--- src/design/addr_gen_pkg.sv ---
// Constants and types shared by the program counter and operand address logic.
// Assumes a single 20 MHz core clock and a byte-wide program memory read port.
package addr_gen_pkg;

    // ------------------------------------------------------------------
    // Address map constants
    // ------------------------------------------------------------------
    localparam logic [15:0] RESET_VEC_ADDR  = 16'h0000; // Vector word, low byte first
    localparam logic [15:0] TABLE_BASE      = 16'h0040; // Vectored call table start
    localparam logic [15:0] PC_RESET        = 16'h0000;
    localparam logic [7:0]  SHORT_RAM_START = 8'h20;    // Field at or above: RAM page
    localparam logic [7:0]  SHORT_PAGE_RAM  = 8'hfe;    // Bit 8 clear
    localparam logic [7:0]  SHORT_PAGE_SFR  = 8'hff;    // Bit 8 set
    localparam logic [7:0]  SFR_PAGE        = 8'hff;    // Word registers live here
    localparam logic [15:0] ADDR_ONE        = 16'h0001;

    // ------------------------------------------------------------------
    // Program counter step kinds, from the instruction decoder
    // ------------------------------------------------------------------
    typedef enum logic [2:0] {
        STEP_SEQ = 3'b000,  // Fall through, no branch
        STEP_REL = 3'b001,  // Short jump or any conditional branch taken
        STEP_ABS = 3'b010,  // Absolute jump or call
        STEP_TBL = 3'b011,  // Vectored table call
        STEP_REG = 3'b100   // Jump through the accumulator pair
    } step_kind_t;

    // Operand address kinds
    typedef enum logic {
        OPND_DIRECT = 1'b0,
        OPND_SHORT  = 1'b1
    } opnd_kind_t;

    // Sequencer states
    typedef enum logic [2:0] {
        ST_VEC_LO = 3'b000,
        ST_VEC_HI = 3'b001,
        ST_RUN    = 3'b010,
        ST_TBL_LO = 3'b011,
        ST_TBL_HI = 3'b100
    } seq_state_t;

endpackage

--- src/design/branch_and_operand_address_gen.sv ---
// Program counter and operand address generation for an 8-bit core.
// Assumes the decoder presents one step per cycle while pc_ready is high and a
// byte-wide program memory read port on the same clock that answers with rd_ack.
//
// Behaviour
// - no branch advances PC by length
// - relative target is next address plus offset
// - offset signed, bit 7 sign extended
// - short jump and conditionals use relative
// - absolute jump or call loads immediate
// - register jump copies accumulator pair
// - direct operand address is field unchanged
// - word register access only via short direct
// - short direct maps into FE20H to FF1FH
`timescale 1ns/1ps
module branch_and_operand_address_gen (
    // Clock and reset
    input  wire logic        sys_clk,
    input  wire logic        resetn,
    // Program counter step from the decoder
    input  wire logic        step_valid,
    input  wire logic [2:0]  step_kind,
    input  wire logic [2:0]  instr_len,
    input  wire logic [7:0]  opcode_byte,
    input  wire logic [7:0]  signed_branch_offset,
    input  wire logic [15:0] absolute_target_field,
    input  wire logic [15:0] accumulator_pair,
    // Program memory read port for vectors and table entries
    output logic             rd_req,
    output logic      [15:0] rd_addr,
    input  wire logic        rd_ack,
    input  wire logic [7:0]  rd_data,
    // Program counter results
    output logic      [15:0] pc,
    output logic             pc_ready,
    output logic      [15:0] return_addr,
    // Operand address request
    input  wire logic        opnd_valid,
    input  wire logic        opnd_kind,
    input  wire logic        opnd_word,
    input  wire logic [15:0] opnd_direct_field,
    input  wire logic [7:0]  opnd_short_field,
    // Operand address result
    output logic      [15:0] opnd_addr,
    output logic             opnd_done,
    output logic             opnd_word_ok,
    output logic             opnd_refused
);

    // ------------------------------------------------------------------
    // State record
    // ------------------------------------------------------------------
    typedef struct packed {
        addr_gen_pkg::seq_state_t st;
        logic [15:0]              pc;
        logic                     pc_ready;
        logic [15:0]              return_addr;
        logic                     rd_req;
        logic [15:0]              rd_addr;
        logic [7:0]               lo_byte;
        logic [15:0]              opnd_addr;
        logic                     opnd_done;
        logic                     opnd_word_ok;
        logic                     opnd_refused;
    } gen_state_t;

    localparam gen_state_t STATE_RESET = '{
        st:           addr_gen_pkg::ST_VEC_LO,
        pc:           addr_gen_pkg::PC_RESET,
        pc_ready:     1'b0,
        return_addr:  addr_gen_pkg::PC_RESET,
        rd_req:       1'b1,
        rd_addr:      addr_gen_pkg::RESET_VEC_ADDR,
        lo_byte:      8'h00,
        opnd_addr:    16'h0000,
        opnd_done:    1'b0,
        opnd_word_ok: 1'b0,
        opnd_refused: 1'b0
    };

    gen_state_t cur;
    gen_state_t next_cur;
    logic [15:0] next_seq;
    logic [15:0] rel_target;
    logic [15:0] table_addr;
    logic [15:0] short_addr;
    logic        step_take;

    // ------------------------------------------------------------------
    // Arithmetic
    // ------------------------------------------------------------------
    addr_arith i_addr_arith (
        .pc                   (cur.pc),
        .instr_len            (instr_len),
        .signed_branch_offset (signed_branch_offset),
        .table_index_field    (opcode_byte[5:1]),
        .short_field          (opnd_short_field),
        .next_seq             (next_seq),
        .rel_target           (rel_target),
        .table_addr           (table_addr),
        .short_addr           (short_addr)
    );

    // Steps are only taken while the sequencer is free
    assign step_take = step_valid && cur.pc_ready;

    // ------------------------------------------------------------------
    // Next state
    // ------------------------------------------------------------------
    // One process covers both the branch sequencer and the operand path;
    // the operand path is independent and answers every request in one cycle.
    always_comb begin
        next_cur = cur;
        next_cur.opnd_done = 1'b0;
        case (cur.st)
            addr_gen_pkg::ST_VEC_LO: begin
                if (rd_ack) begin
                    next_cur.lo_byte = rd_data;
                    next_cur.rd_addr = cur.rd_addr + addr_gen_pkg::ADDR_ONE;
                    next_cur.st      = addr_gen_pkg::ST_VEC_HI;
                end
            end
            addr_gen_pkg::ST_TBL_LO: begin
                if (rd_ack) begin
                    next_cur.lo_byte = rd_data;
                    next_cur.rd_addr = cur.rd_addr + addr_gen_pkg::ADDR_ONE;
                    next_cur.st      = addr_gen_pkg::ST_TBL_HI;
                end
            end
            addr_gen_pkg::ST_VEC_HI,
            addr_gen_pkg::ST_TBL_HI: begin
                if (rd_ack) begin
                    next_cur.pc       = {rd_data, cur.lo_byte};
                    next_cur.rd_req   = 1'b0;
                    next_cur.pc_ready = 1'b1;
                    next_cur.st       = addr_gen_pkg::ST_RUN;
                end
            end
            addr_gen_pkg::ST_RUN: begin
                if (step_take) begin
                    next_cur.return_addr = next_seq;
                    case (step_kind)
                        addr_gen_pkg::STEP_REL: next_cur.pc = rel_target;
                        addr_gen_pkg::STEP_ABS: next_cur.pc = absolute_target_field;
                        addr_gen_pkg::STEP_REG: next_cur.pc = accumulator_pair;
                        addr_gen_pkg::STEP_TBL: begin
                            next_cur.rd_req   = 1'b1;
                            next_cur.rd_addr  = table_addr;
                            next_cur.pc_ready = 1'b0;
                            next_cur.st       = addr_gen_pkg::ST_TBL_LO;
                        end
                        default: next_cur.pc = next_seq;
                    endcase
                end
            end
            default: next_cur = STATE_RESET;
        endcase

        // Operand address formation
        if (opnd_valid) begin
            next_cur.opnd_done = 1'b1;
            if (opnd_kind == addr_gen_pkg::OPND_SHORT) begin
                next_cur.opnd_addr    = short_addr;
                next_cur.opnd_word_ok = opnd_word;
                next_cur.opnd_refused = 1'b0;
            end else begin
                next_cur.opnd_addr = opnd_direct_field;
                next_cur.opnd_refused = opnd_word &&
                    (opnd_direct_field[15:8] == addr_gen_pkg::SFR_PAGE);
                next_cur.opnd_word_ok = opnd_word &&
                    (opnd_direct_field[15:8] != addr_gen_pkg::SFR_PAGE);
            end
        end
    end

    // ------------------------------------------------------------------
    // State register
    // ------------------------------------------------------------------
    always_ff @(posedge sys_clk or negedge resetn) begin
        if (!resetn) begin
            cur <= STATE_RESET;
        end else begin
            cur <= next_cur;
        end
    end

    // Outputs straight from the state record
    assign pc           = cur.pc;
    assign pc_ready     = cur.pc_ready;
    assign return_addr  = cur.return_addr;
    assign rd_req       = cur.rd_req;
    assign rd_addr      = cur.rd_addr;
    assign opnd_addr    = cur.opnd_addr;
    assign opnd_done    = cur.opnd_done;
    assign opnd_word_ok = cur.opnd_word_ok;
    assign opnd_refused = cur.opnd_refused;
endmodule

--- src/design/addr_arith.sv ---
// Combinational target arithmetic for the address generator.
// Assumes its inputs are registered or stable decoder fields on the core clock.
`timescale 1ns/1ps
module addr_arith (
    // Program counter side
    input  wire logic [15:0] pc,
    input  wire logic [2:0]  instr_len,
    input  wire logic [7:0]  signed_branch_offset,
    input  wire logic [4:0]  table_index_field,
    // Operand side
    input  wire logic [7:0]  short_field,
    // Results
    output logic      [15:0] next_seq,
    output logic      [15:0] rel_target,
    output logic      [15:0] table_addr,
    output logic      [15:0] short_addr
);

    // Sign extension of the displacement, bit 7 copied upward
    function automatic logic [15:0] sext8(input logic [7:0] v);
        sext8 = {{8{v[7]}}, v};
    endfunction

    // ------------------------------------------------------------------
    // Target arithmetic
    // ------------------------------------------------------------------
    // advance by length
    assign next_seq   = pc + {13'h0000, instr_len};
    assign rel_target = next_seq + sext8(signed_branch_offset);
    assign table_addr = addr_gen_pkg::TABLE_BASE + {10'h000, table_index_field, 1'b0};
    assign short_addr = (short_field >= addr_gen_pkg::SHORT_RAM_START) ?
                        {addr_gen_pkg::SHORT_PAGE_RAM, short_field} :
                        {addr_gen_pkg::SHORT_PAGE_SFR, short_field};

endmodule

--- config.mk ---
export PLATFORM = sky130hd
export DESIGN_NAME = branch_and_operand_address_gen
export DESIGN_NICKNAME = d
export VERILOG_FILES = /design/src/design/addr_gen_pkg.sv /design/src/design/branch_and_operand_address_gen.sv /design/src/design/addr_arith.sv
export SDC_FILE = /design/constraint.sdc
export NUM_CORES = 1
export LEC_CHECK = 0
export BUFFER_PORTS_ARGS = -buffer_cell sky130_fd_sc_hd__buf_2
export CORE_MARGIN = 2
export CORE_UTILIZATION = 40
export DETAILED_ROUTE_END_ITERATION = 7
export PLACE_DENSITY = 0.68
export SYNTH_ARGS = -nofsm -noshare
export SYNTH_HDL_FRONTEND = slang
export SYNTH_SLANG_ARGS = --single-unit
export TNS_END_PERCENT = 20
--- constraint.sdc ---
create_clock -name sys_clk -period 9.8 [get_ports sys_clk]
set_input_delay 1.96 -clock sys_clk [delete_from_list [all_inputs] [get_ports sys_clk]]
set_output_delay 1.96 -clock sys_clk [all_outputs]
set_load 0.01 [all_outputs]
-- After elaboration in Yosys (flattened, before gate mapping)
Index checks and enable logic that the tools add are counted.
Widths: inputs -> output; s select.
- eq/ne operators: 18
- bitwise operators: 4
- $add $sub $neg: 4
- mux-type cells: 21
- reduce and logical (&&, ||, !) cells: 15
- order comparisons: 1
- shift operators: 0
- div/mod/pow operators: 0
- multiply operators: 0
- operators with widths (cell ; count):
    $pmux 16 s4 ; 1
    $mux 53 ; 1
    $pmux 17 s3 ; 1
    $pmux 16 s3 ; 1
    $mux 19 ; 2
    $pmux 16 s2 ; 1
    $mux 24 ; 1
    $mux 20 ; 1
    $mux 17 ; 1
    $add 16x1->16 const B ; 1
    $add 16x16->16 ; 1
    $add 16x3->16 ; 1
    $mux 16 ; 1
    $pmux 8 s2 ; 1
    $eq 3x2->1 const B ; 4
    $pmux 3 s4 ; 1
    $reduce_and 4->1 ; 3
    $ne 2x2->1 const B ; 5
    $mux 3 ; 3
    $mux 9 ; 1
    $add 7x6->8 const A ; 1
    $eq 8x8->1 const B ; 1
    $ge 8x6->1 const B ; 1
    $ne 8x8->1 const B ; 1
    other kinds (15) ; 27
- logic and storage cells: 74
- memories kept: 0
- input port bits: 93
- bits in latches: 0
- memory bits (read-only): 0
- output and inout port bits: 69
- flip-flop bits (word level): 80
- memory bits (writable): 0

-- Logic depth before layout (Yosys ltp)
Gate-level depths: netlist of the first run.
- depth in word-level cells: 5
- depth in mapped cells: 13
- mapped depth without buffers: 13

-- Hierarchy
A second synthesis of the first run with hierarchy kept.
- cells, all modules: 745
- area total of the unflattened synthesis: 6229.7 um2
- by module, submodules not included (module ; times used ; seq. area each (um2) ; area an instance (um2) ; cells an instance):
    branch_and_operand_address_gen ; 1 ; 2003.2 ; 4887.2 ; 568
    addr_arith ; 1 ; 0.0 ; 1342.5 ; 177

-- Worst setup path after synthesis of the first run
Ideal clock, no wire load.
- kind: input to register
- from: in instr_len[0]
- to: reg cur, in the netlist pc[11]
- stages on the path: 13
- setup slack: 5.091 ns
- arrival time: 4.580 ns
- required time: 9.671 ns
- path buffers: 1
- setup time: 0.129 ns
- cell sequence: ha_1 > fa_1 > a21oi_1 > or3_1 > nand2_1 > ha_1 > buf_2 > a21o_1 > a31o_2 > o21ba_2 > or3_1 > a21oi_1 > o21ai_0
- longest elaborated chain between the ends: 5
- ends and longest elaborated chain (item ; RTL line ; text):
    start: declaration ; branch_and_operand_address_gen.sv:23 ; input wire logic [2:0] instr_len,
    $add 16x3->16 (*) ; addr_arith.sv:28 ; assign next_seq = pc + {13'h0000, instr_len};
    $add 16x16->16 ; addr_arith.sv:29 ; assign rel_target = next_seq + sext8(signed_branch_offset);
    $pmux 16 s4 (*) ; branch_and_operand_address_gen.sv:142 ; case (step_kind)
    $mux 53 (*) ; branch_and_operand_address_gen.sv:140 ; if (step_take) begin
    $pmux 17 s3 (*) ; branch_and_operand_address_gen.sv:115 ; case (cur.st)
    end signal: assignment ; branch_and_operand_address_gen.sv:183 ; cur <= next_cur;
    end: declaration ; branch_and_operand_address_gen.sv:81 ; gen_state_t cur;
Every way passes the cells marked *; elsewhere a longest branch is shown, timed or not. The select of a mux whose other input is x is not followed.
A chain may end at the register's enable or synchronous reset.

-- Worst setup path in the final report of the first run
- from: in instr_len[0]
- to: reg cur, in the netlist pc[9]
Same word-level chain as after synthesis.

==> flow_metrics.env, run 1 <==
export IMPL_status="finished clean"
export IMPL_placedCellCount=954
export IMPL_grt_util_all_layers_pct=21.3
export IMPL_cp_slowest_stage_delay_ps=530
export IMPL_clk_insertion_delay_late_ps=340
export IMPL_clk_pin_slew_ps=60
export IMPL_cts_sinks=80
export IMPL_ctsHoldBuffers=0
export IMPL_synth_nets=819
export IMPL_cts_tree="yes"
export IMPL_finClkSkew_ps=9.07
export IMPL_finalHoldViolCount=0
export IMPL_crit_type="in2reg"
export IMPL_start_util_pct=40.6
export IMPL_wl_um=16500
export IMPL_rows=44
export IMPL_power_mw=2.01
export IMPL_leakage_nw=3.05
export IMPL_ys_warn_count=0
export IMPL_first_iter_violations=342
export IMPL_rr_worst_depth=12
export IMPL_cp_slowest_cell="xor2_1"
export IMPL_slew_headroom_pct=36.2
export IMPL_final_net_count=895
export IMPL_dr_pass1_iters=5
export IMPL_path_max_fanout=6
export IMPL_preCtsSetupSlack_ps=4250
export IMPL_cts_resized=0
export IMPL_h_tree_depth=3
export IMPL_cp_arrival_ps=5440
export IMPL_rsz0062_at_grt="false"
export IMPL_fin_crit_sh_pct=53.6
export IMPL_hpwl_um=12500
export IMPL_grt_max_degree=53
export IMPL_clockBufferDepth=2
export IMPL_critPathLaunchType="input port"
export IMPL_clock_fmax_mhz=190
export IMPL_core_um2=14500
export IMPL_netlist_area_um2=5890
export IMPL_route_detailed_drc=0
export IMPL_grt_pass1_vias=5065
export IMPL_drive_gt1_share_pct=25.8
export IMPL_portBuffers=158
export IMPL_grt_ovfl_total=0
export IMPL_final_common_cell="buf_2"
export IMPL_yosysSeqAreaShare_pct=34.0
export IMPL_numCtsBuffers=9
export IMPL_worstPathRequired_ps=9990
export IMPL_synth_cell_types=70
export IMPL_ios=162
export IMPL_tightest_slew_ps=953
export IMPL_slew_violations=0
export IMPL_synth_top_cell_area_share_pct=33.6
export IMPL_fin_tns_setup_ps=0
export IMPL_wl_per_cell_um=17.0
export IMPL_routed_via_density=5.57
export IMPL_setup_ws_ps=4550
export IMPL_postSynth_asyncResetShare_pct=100
export IMPL_syn2layout_area_growth_pct=12.7
export IMPL_die_area_um2=15700
export IMPL_p_per_area_nw_per_um2=303
export IMPL_die_h_um=125
export IMPL_fp_dieW_um=125
export IMPL_drv_cap=0
export IMPL_antenna_found_initial=1
export IMPL_synth_seq_cells=80
export IMPL_cts_root_buffer="clkbuf_16"
export IMPL_synth_area_leaders="dfrtp_1 (34%), buf_4 (8.2%), o21ai_0 (6.1%)"
export IMPL_final_cell_mix="buf_2 (157), dfrtp_1 (79), nand2_1 (74), o21ai_0 (72), a21oi_1 (54)"
export IMPL_synth_ff_type="dfrtp_1"
export IMPL_hp_class="reg2reg"
export IMPL_cts_setup_buffers=0
export IMPL_synth_cells=705
export IMPL_cp_end_kind="flop"
export IMPL_period_minus_slack_ps=5250
export IMPL_setup_viol=0
export IMPL_synth_edf_count=0
export IMPL_hold_depth=2
export IMPL_grt_pass1_wl_um=27000
export IMPL_ant_nets=0
export IMPL_vdd_drop_max_mv=0.153
export IMPL_post_synth_cell_area_avg_um2=8.35
export IMPL_vias=5409
export IMPL_hold_ws_ps=460
export IMPL_gp_congestion=0.897
export IMPL_crit_chain="buf_2, ha_1, fa_1, a21oi_1, nor2_1, xor2_1, ha_1, a21o_1, a31o_2, nor2_1, o21ai_0, xnor2_1, a41oi_1"
export IMPL_yosysTopAreaCell="dfrtp_1"
export IMPL_fin_cells=971
==> critical path, delay by kind of cell <==
kind / cells / cell delay, ps
xor+xnor: 2 / 760
buf+inv: 1 / 100
compound gates: 5 / 1230
fa+ha+maj: 3 / 1030
simple gates: 2 / 370
==> worst paths after layout <==
kind                                            from                   endpoint  slack (ps)
max reg2reg                        pc[0]$_DFFE_PN0P_          pc[9]$_DFFE_PN0P_        5860
min                        opnd_addr[12]$_DFFE_PN0P_  opnd_addr[12]$_DFFE_PN0P_         460
min in group asynchronous                     resetn   opnd_addr[5]$_DFFE_PN0P_        1540
max in group asynchronous                     resetn   opnd_word_ok$_DFFE_PN0P_        7220
max                                     instr_len[0]          pc[9]$_DFFE_PN0P_        4550
min reg2reg                opnd_addr[12]$_DFFE_PN0P_  opnd_addr[12]$_DFFE_PN0P_         460
==> cell type report <==
type,count,area (um2)
tap,184,230
timing repair buffer,163,831
multi-input combinational,501,3160
sequential,80,2000
clock inverter,6,68.8
clock buffer,10,239
antenna,1,2.50
fill,1468,7850
inverter,26,97.6
==> cell families (layout without fill, tap and decap cells) <==
kind of cell / after synthesis / after routing / share of synthesized area [%]
compound gates: 233 / 233 / 25.1
simple gates: 212 / 212 / 17.9
buf+inv: 124 / 205 / 12.2
flops: 80 / 80 / 34.0
xor+xnor: 23 / 23 / 3.68
fa+ha+maj: 21 / 21 / 4.72
mux: 12 / 12 / 2.23
other cells: 0 / 1 / 0
==> power breakdown <==
| part | internal, mW | switching [mW] | total [mW] |
|---|---|---|---|
| Sequential | 0.437 | 0.127 | 0.564 |
| Clock | 0.205 | 0.139 | 0.344 |
| Combinational | 0.429 | 0.671 | 1.10 |
==> state kept, by name, summed over array words and instances, names as in the netlist <==
| register | flops |
|---|---|
| rd_req | 1 |
| cur | 11 |
| opnd_addr | 16 |
| pc | 16 |
| return_addr | 16 |
| opnd_done | 1 |
| opnd_word_ok | 1 |
| pc_ready | 1 |
| opnd_refused | 1 |
| rd_addr | 16 |
==> Yosys cell counts, drive strengths merged (3+ instances only) <==
cell	n
a21o	7
a21oi	56
a221oi	5
a22o	19
a22oi	4
a2bb2oi	4
a31oi	9
a32oi	3
and2	6
and3	12
buf	76
clkbuf	22
dfrtp	79
ha	19
inv	26
mux2	9
mux2i	3
nand2	75
nand2b	7
nand3	31
nand4	6
nor2	34
nor2b	6
nor3	18
nor3b	4
o2111ai	3
o21a	4
o21ai	73
o22ai	16
o31ai	5
or2	3
or3	3
xnor2	15
xor2	7
==> per-stage QoR <==
stage               util, %  instance area, um2
finish                 45.8                6630
global route           45.8                6630
CTS                    45.8                6630
detailed placement     43.7                6320
global placement       43.7                6320
floorplan                 -                5890
==> layer usage <==
layer	vias to the layer above	part of all wire, %	wire length [um]	global-route usage (%)
li1	2652	-	-	-
met1	2581	49	8060	32.1
met2	168	45	7450	32.3
met3	8	5.5	913	3.59
met4	0	0.64	106	3.99
met5	-	0	0	0
Note: power is estimated with default switching activity, not from simulation.
==> run 2: changes to the inputs <==
- ABC_AREA: default -> 1
- clock period: 9.8 -> 5.3 ns (I/O delays scaled with it)
==> run 2 against run 1 <==
Effect of this change: flip-flop and latch count unchanged; area after synthesis down 0.19%; first-iteration DRC count decreased by 22%; routed wire length decreased by 6.2%; total power is 70% higher; critical path depth grew 11; global-route usage decreased by 1.4 points; die area fell by 0.18%; design area down 0.28%; sequential power increased by 71%; critical path type unchanged.
==> flow_metrics.env, run 2 <==
export IMPL_first_iter_violations=267
export IMPL_die_area_um2=15700
export IMPL_synth_edf_count=0
export IMPL_synth_nets=936
export IMPL_netlist_area_um2=5870
export IMPL_hp_class="reg2reg"
export IMPL_post_synth_cell_area_avg_um2=7.15
export IMPL_synth_top_cell_area_share_pct=33.7
export IMPL_rsz0062_at_grt="false"
export IMPL_path_max_fanout=5
export IMPL_synth_area_leaders="dfrtp_1 (34%), nand2_1 (14%), buf_4 (8.3%)"
export IMPL_p_seq_share_pct=28.1
export IMPL_setup_viol=0
export IMPL_p_per_area_nw_per_um2=517
export IMPL_dr_pass1_iters=7
export IMPL_hpwl_um=12100
export IMPL_p_comb_share_pct=53.0
export IMPL_synth_seq_cells=80
export IMPL_cts_tree="yes"
export IMPL_synth_cell_types=49
export IMPL_cp_end_kind="flop"
export IMPL_fill_cells=1539
export IMPL_clk_insertion_delay_late_ps=330
export IMPL_clock_fmax_mhz=253
export IMPL_routed_via_density=5.03
export IMPL_p_int_mw=1.80
export IMPL_ios=162
export IMPL_grt_busiest_layer="met2"
export IMPL_grt_max_degree=81
export IMPL_finClkSkew_ps=7.23
export IMPL_portBuffers=158
export IMPL_die_h_um=125
export IMPL_grt_ovfl_total=0
export IMPL_fin_crit_sh_pct=74.5
export IMPL_status="finished clean"
export IMPL_numCtsBuffers=9
export IMPL_ctsHoldBuffers=0
export IMPL_p_switching_mw=1.63
export IMPL_drive_gt1_share_pct=22.7
export IMPL_clk_pin_slew_ps=60
export IMPL_swShare_pct=47.5
export IMPL_use_met1_pct=27.8
export IMPL_route_detailed_drc=0
export IMPL_use_met3_pct=4.07
export IMPL_cts_setup_buffers=0
export IMPL_synthTopCellsByCount="nand2_1 (213), inv_1 (96), o21ai_0 (86)"
export IMPL_cts_resized=0
export IMPL_fp_dieW_um=125
export IMPL_share_clk_of_total_power_pct=18.9
export IMPL_cp_arrival_ps=4220
export IMPL_grt_pass1_vias=5096
export IMPL_grtUsageMet2_pct=31.7
export IMPL_clockBufferDepth=2
export IMPL_crit_type="in2reg"
export IMPL_synth_most_common_cell="nand2_1"
export IMPL_wl_per_cell_um=14.2
export IMPL_cts_root_buffer="clkbuf_16"
export IMPL_leakage_nw=3.54
export IMPL_antenna_found_initial=0
export IMPL_yosysSeqAreaShare_pct=34.1
export IMPL_grt_pass1_wl_um=25300
export IMPL_slew_violations=0
export IMPL_syn2layout_area_growth_pct=12.6
export IMPL_rows=44
export IMPL_finalHoldViolCount=0
export IMPL_postSynth_asyncResetShare_pct=100
export IMPL_final_cell_mix="nand2_1 (213), buf_2 (157), inv_1 (96), o21ai_0 (86), dfrtp_1 (79)"
export IMPL_tightest_slew_ps=1220
export IMPL_yosysTopAreaCell="dfrtp_1"
export IMPL_synth_cells=822
export IMPL_grt_util_all_layers_pct=19.9
export IMPL_antenna_cells=0
export IMPL_critPathLaunchType="input port"
export IMPL_worstPathRequired_ps=5570
export IMPL_ys_warn_count=0
export IMPL_wl_um=15500
export IMPL_gp_congestion=0.925
export IMPL_final_net_count=1020
export IMPL_synth_ff_type="dfrtp_1"
export IMPL_drv_cap=0
export IMPL_cts_sinks=80
export IMPL_place_area_um2=6300
export IMPL_ant_nets=0
export IMPL_final_common_cell="nand2_1"
export IMPL_start_util_pct=40.7
export IMPL_period_minus_slack_ps=3950
export IMPL_core_um2=14400
export IMPL_vdd_drop_max_mv=0.280
export IMPL_fin_tns_setup_ps=0
export IMPL_stdcell_area_um2=6620
export IMPL_h_tree_depth=3
export IMPL_vias=5511
export IMPL_slew_headroom_pct=18.4
-- run 2: cell families after synthesis --
group	share of synthesized area (%)
simple gates	25.5
flops	34.1
fa+ha+maj	4.73
xor+xnor	2.09
compound gates	16.6
buf+inv	17.0
-- run 2: metal layers --
layer | wire, um | vias up
met2 | 7230 | 155
met4 | 303 | 0
met1 | 7070 | 2540
li1 | - | 2794
met3 | 907 | 22
met5 | 0 | -
-- run 2: power groups by stage --
stage / registers [mW] / logic (mW) / clock network (mW)
2_1_floorplan: 0.932 / 1.55 / 0
3_3_place_gp: 0.969 / 1.80 / 0
3_5_place_dp: 0.973 / 1.82 / 0
4_1_cts: 0.964 / 1.82 / 0.663
5_1_grt: 0.991 / 2.05 / 0.692
6_report: 0.962 / 1.81 / 0.647
-- run 2: area by class of cell --
type / instances / area [um2] / share of cell area (%)
multi-input cells: 552 / 2880 / 43.5
repair buffers: 158 / 793 / 12.0
flip-flops and latches: 80 / 2000 / 30.3
well taps: 184 / 230 / 3.48
inverters: 105 / 397 / 6.00
clock buffers: 11 / 253 / 3.82
clock inverters: 5 / 63.8 / 0.965
-- run 2: critical path, cell delays in order --
cell	delay, ps
buf_2	100
ha_1	210
fa_1	410
nand2_1	100
nand2_1	80
nand2_1	150
nor2_1	110
nand2_1	70
nand2_1	40
o21ai_0	200
inv_1	110
ha_1	390
nand2_1	80
inv_1	80
nand3_1	90
nor3_1	140
nand2_1	90
nand3_1	90
nand2_1	50
o21ai_0	260
nand2_1	110
nand2_1	70
nand2_1	50
nand2_1	70
-- run 2: final timing paths --
path,to,slack [ps],cells past startpoint,startpoint
max in group asynchronous,cur[78]$_DFFE_PN0P_,3730,1,resetn
worst max-delay path,pc[13]$_DFFE_PN0P_,1350,24,instr_len[0]
worst max register to register,pc[13]$_DFFE_PN0P_,1790,23,pc[0]$_DFFE_PN0P_
worst min register to register,return_addr[9]$_DFFE_PN0P_,480,2,return_addr[9]$_DFFE_PN0P_
worst min-delay path,return_addr[9]$_DFFE_PN0P_,480,2,return_addr[9]$_DFFE_PN0P_
min in group asynchronous,opnd_addr[5]$_DFFE_PN0P_,890,1,resetn
-- run 2: metrics by stage --
| step | worst slack (ps) | hold WS (ps) | util, % | power, mW | cells |
|---|---|---|---|---|---|
| CTS | 1380 | 481 | 45.9 | 3.45 | 1095 |
| finish | 1350 | 475 | 45.9 | 3.42 | 1095 |
| global route | 948 | 504 | 45.9 | 3.74 | 1095 |
| global placement | 1040 | 461 | 43.7 | 2.77 | 1079 |
| floorplan | 1710 | 450 | - | 2.48 | 822 |
| detailed placement | 1030 | 464 | 43.7 | 2.79 | 1079 |
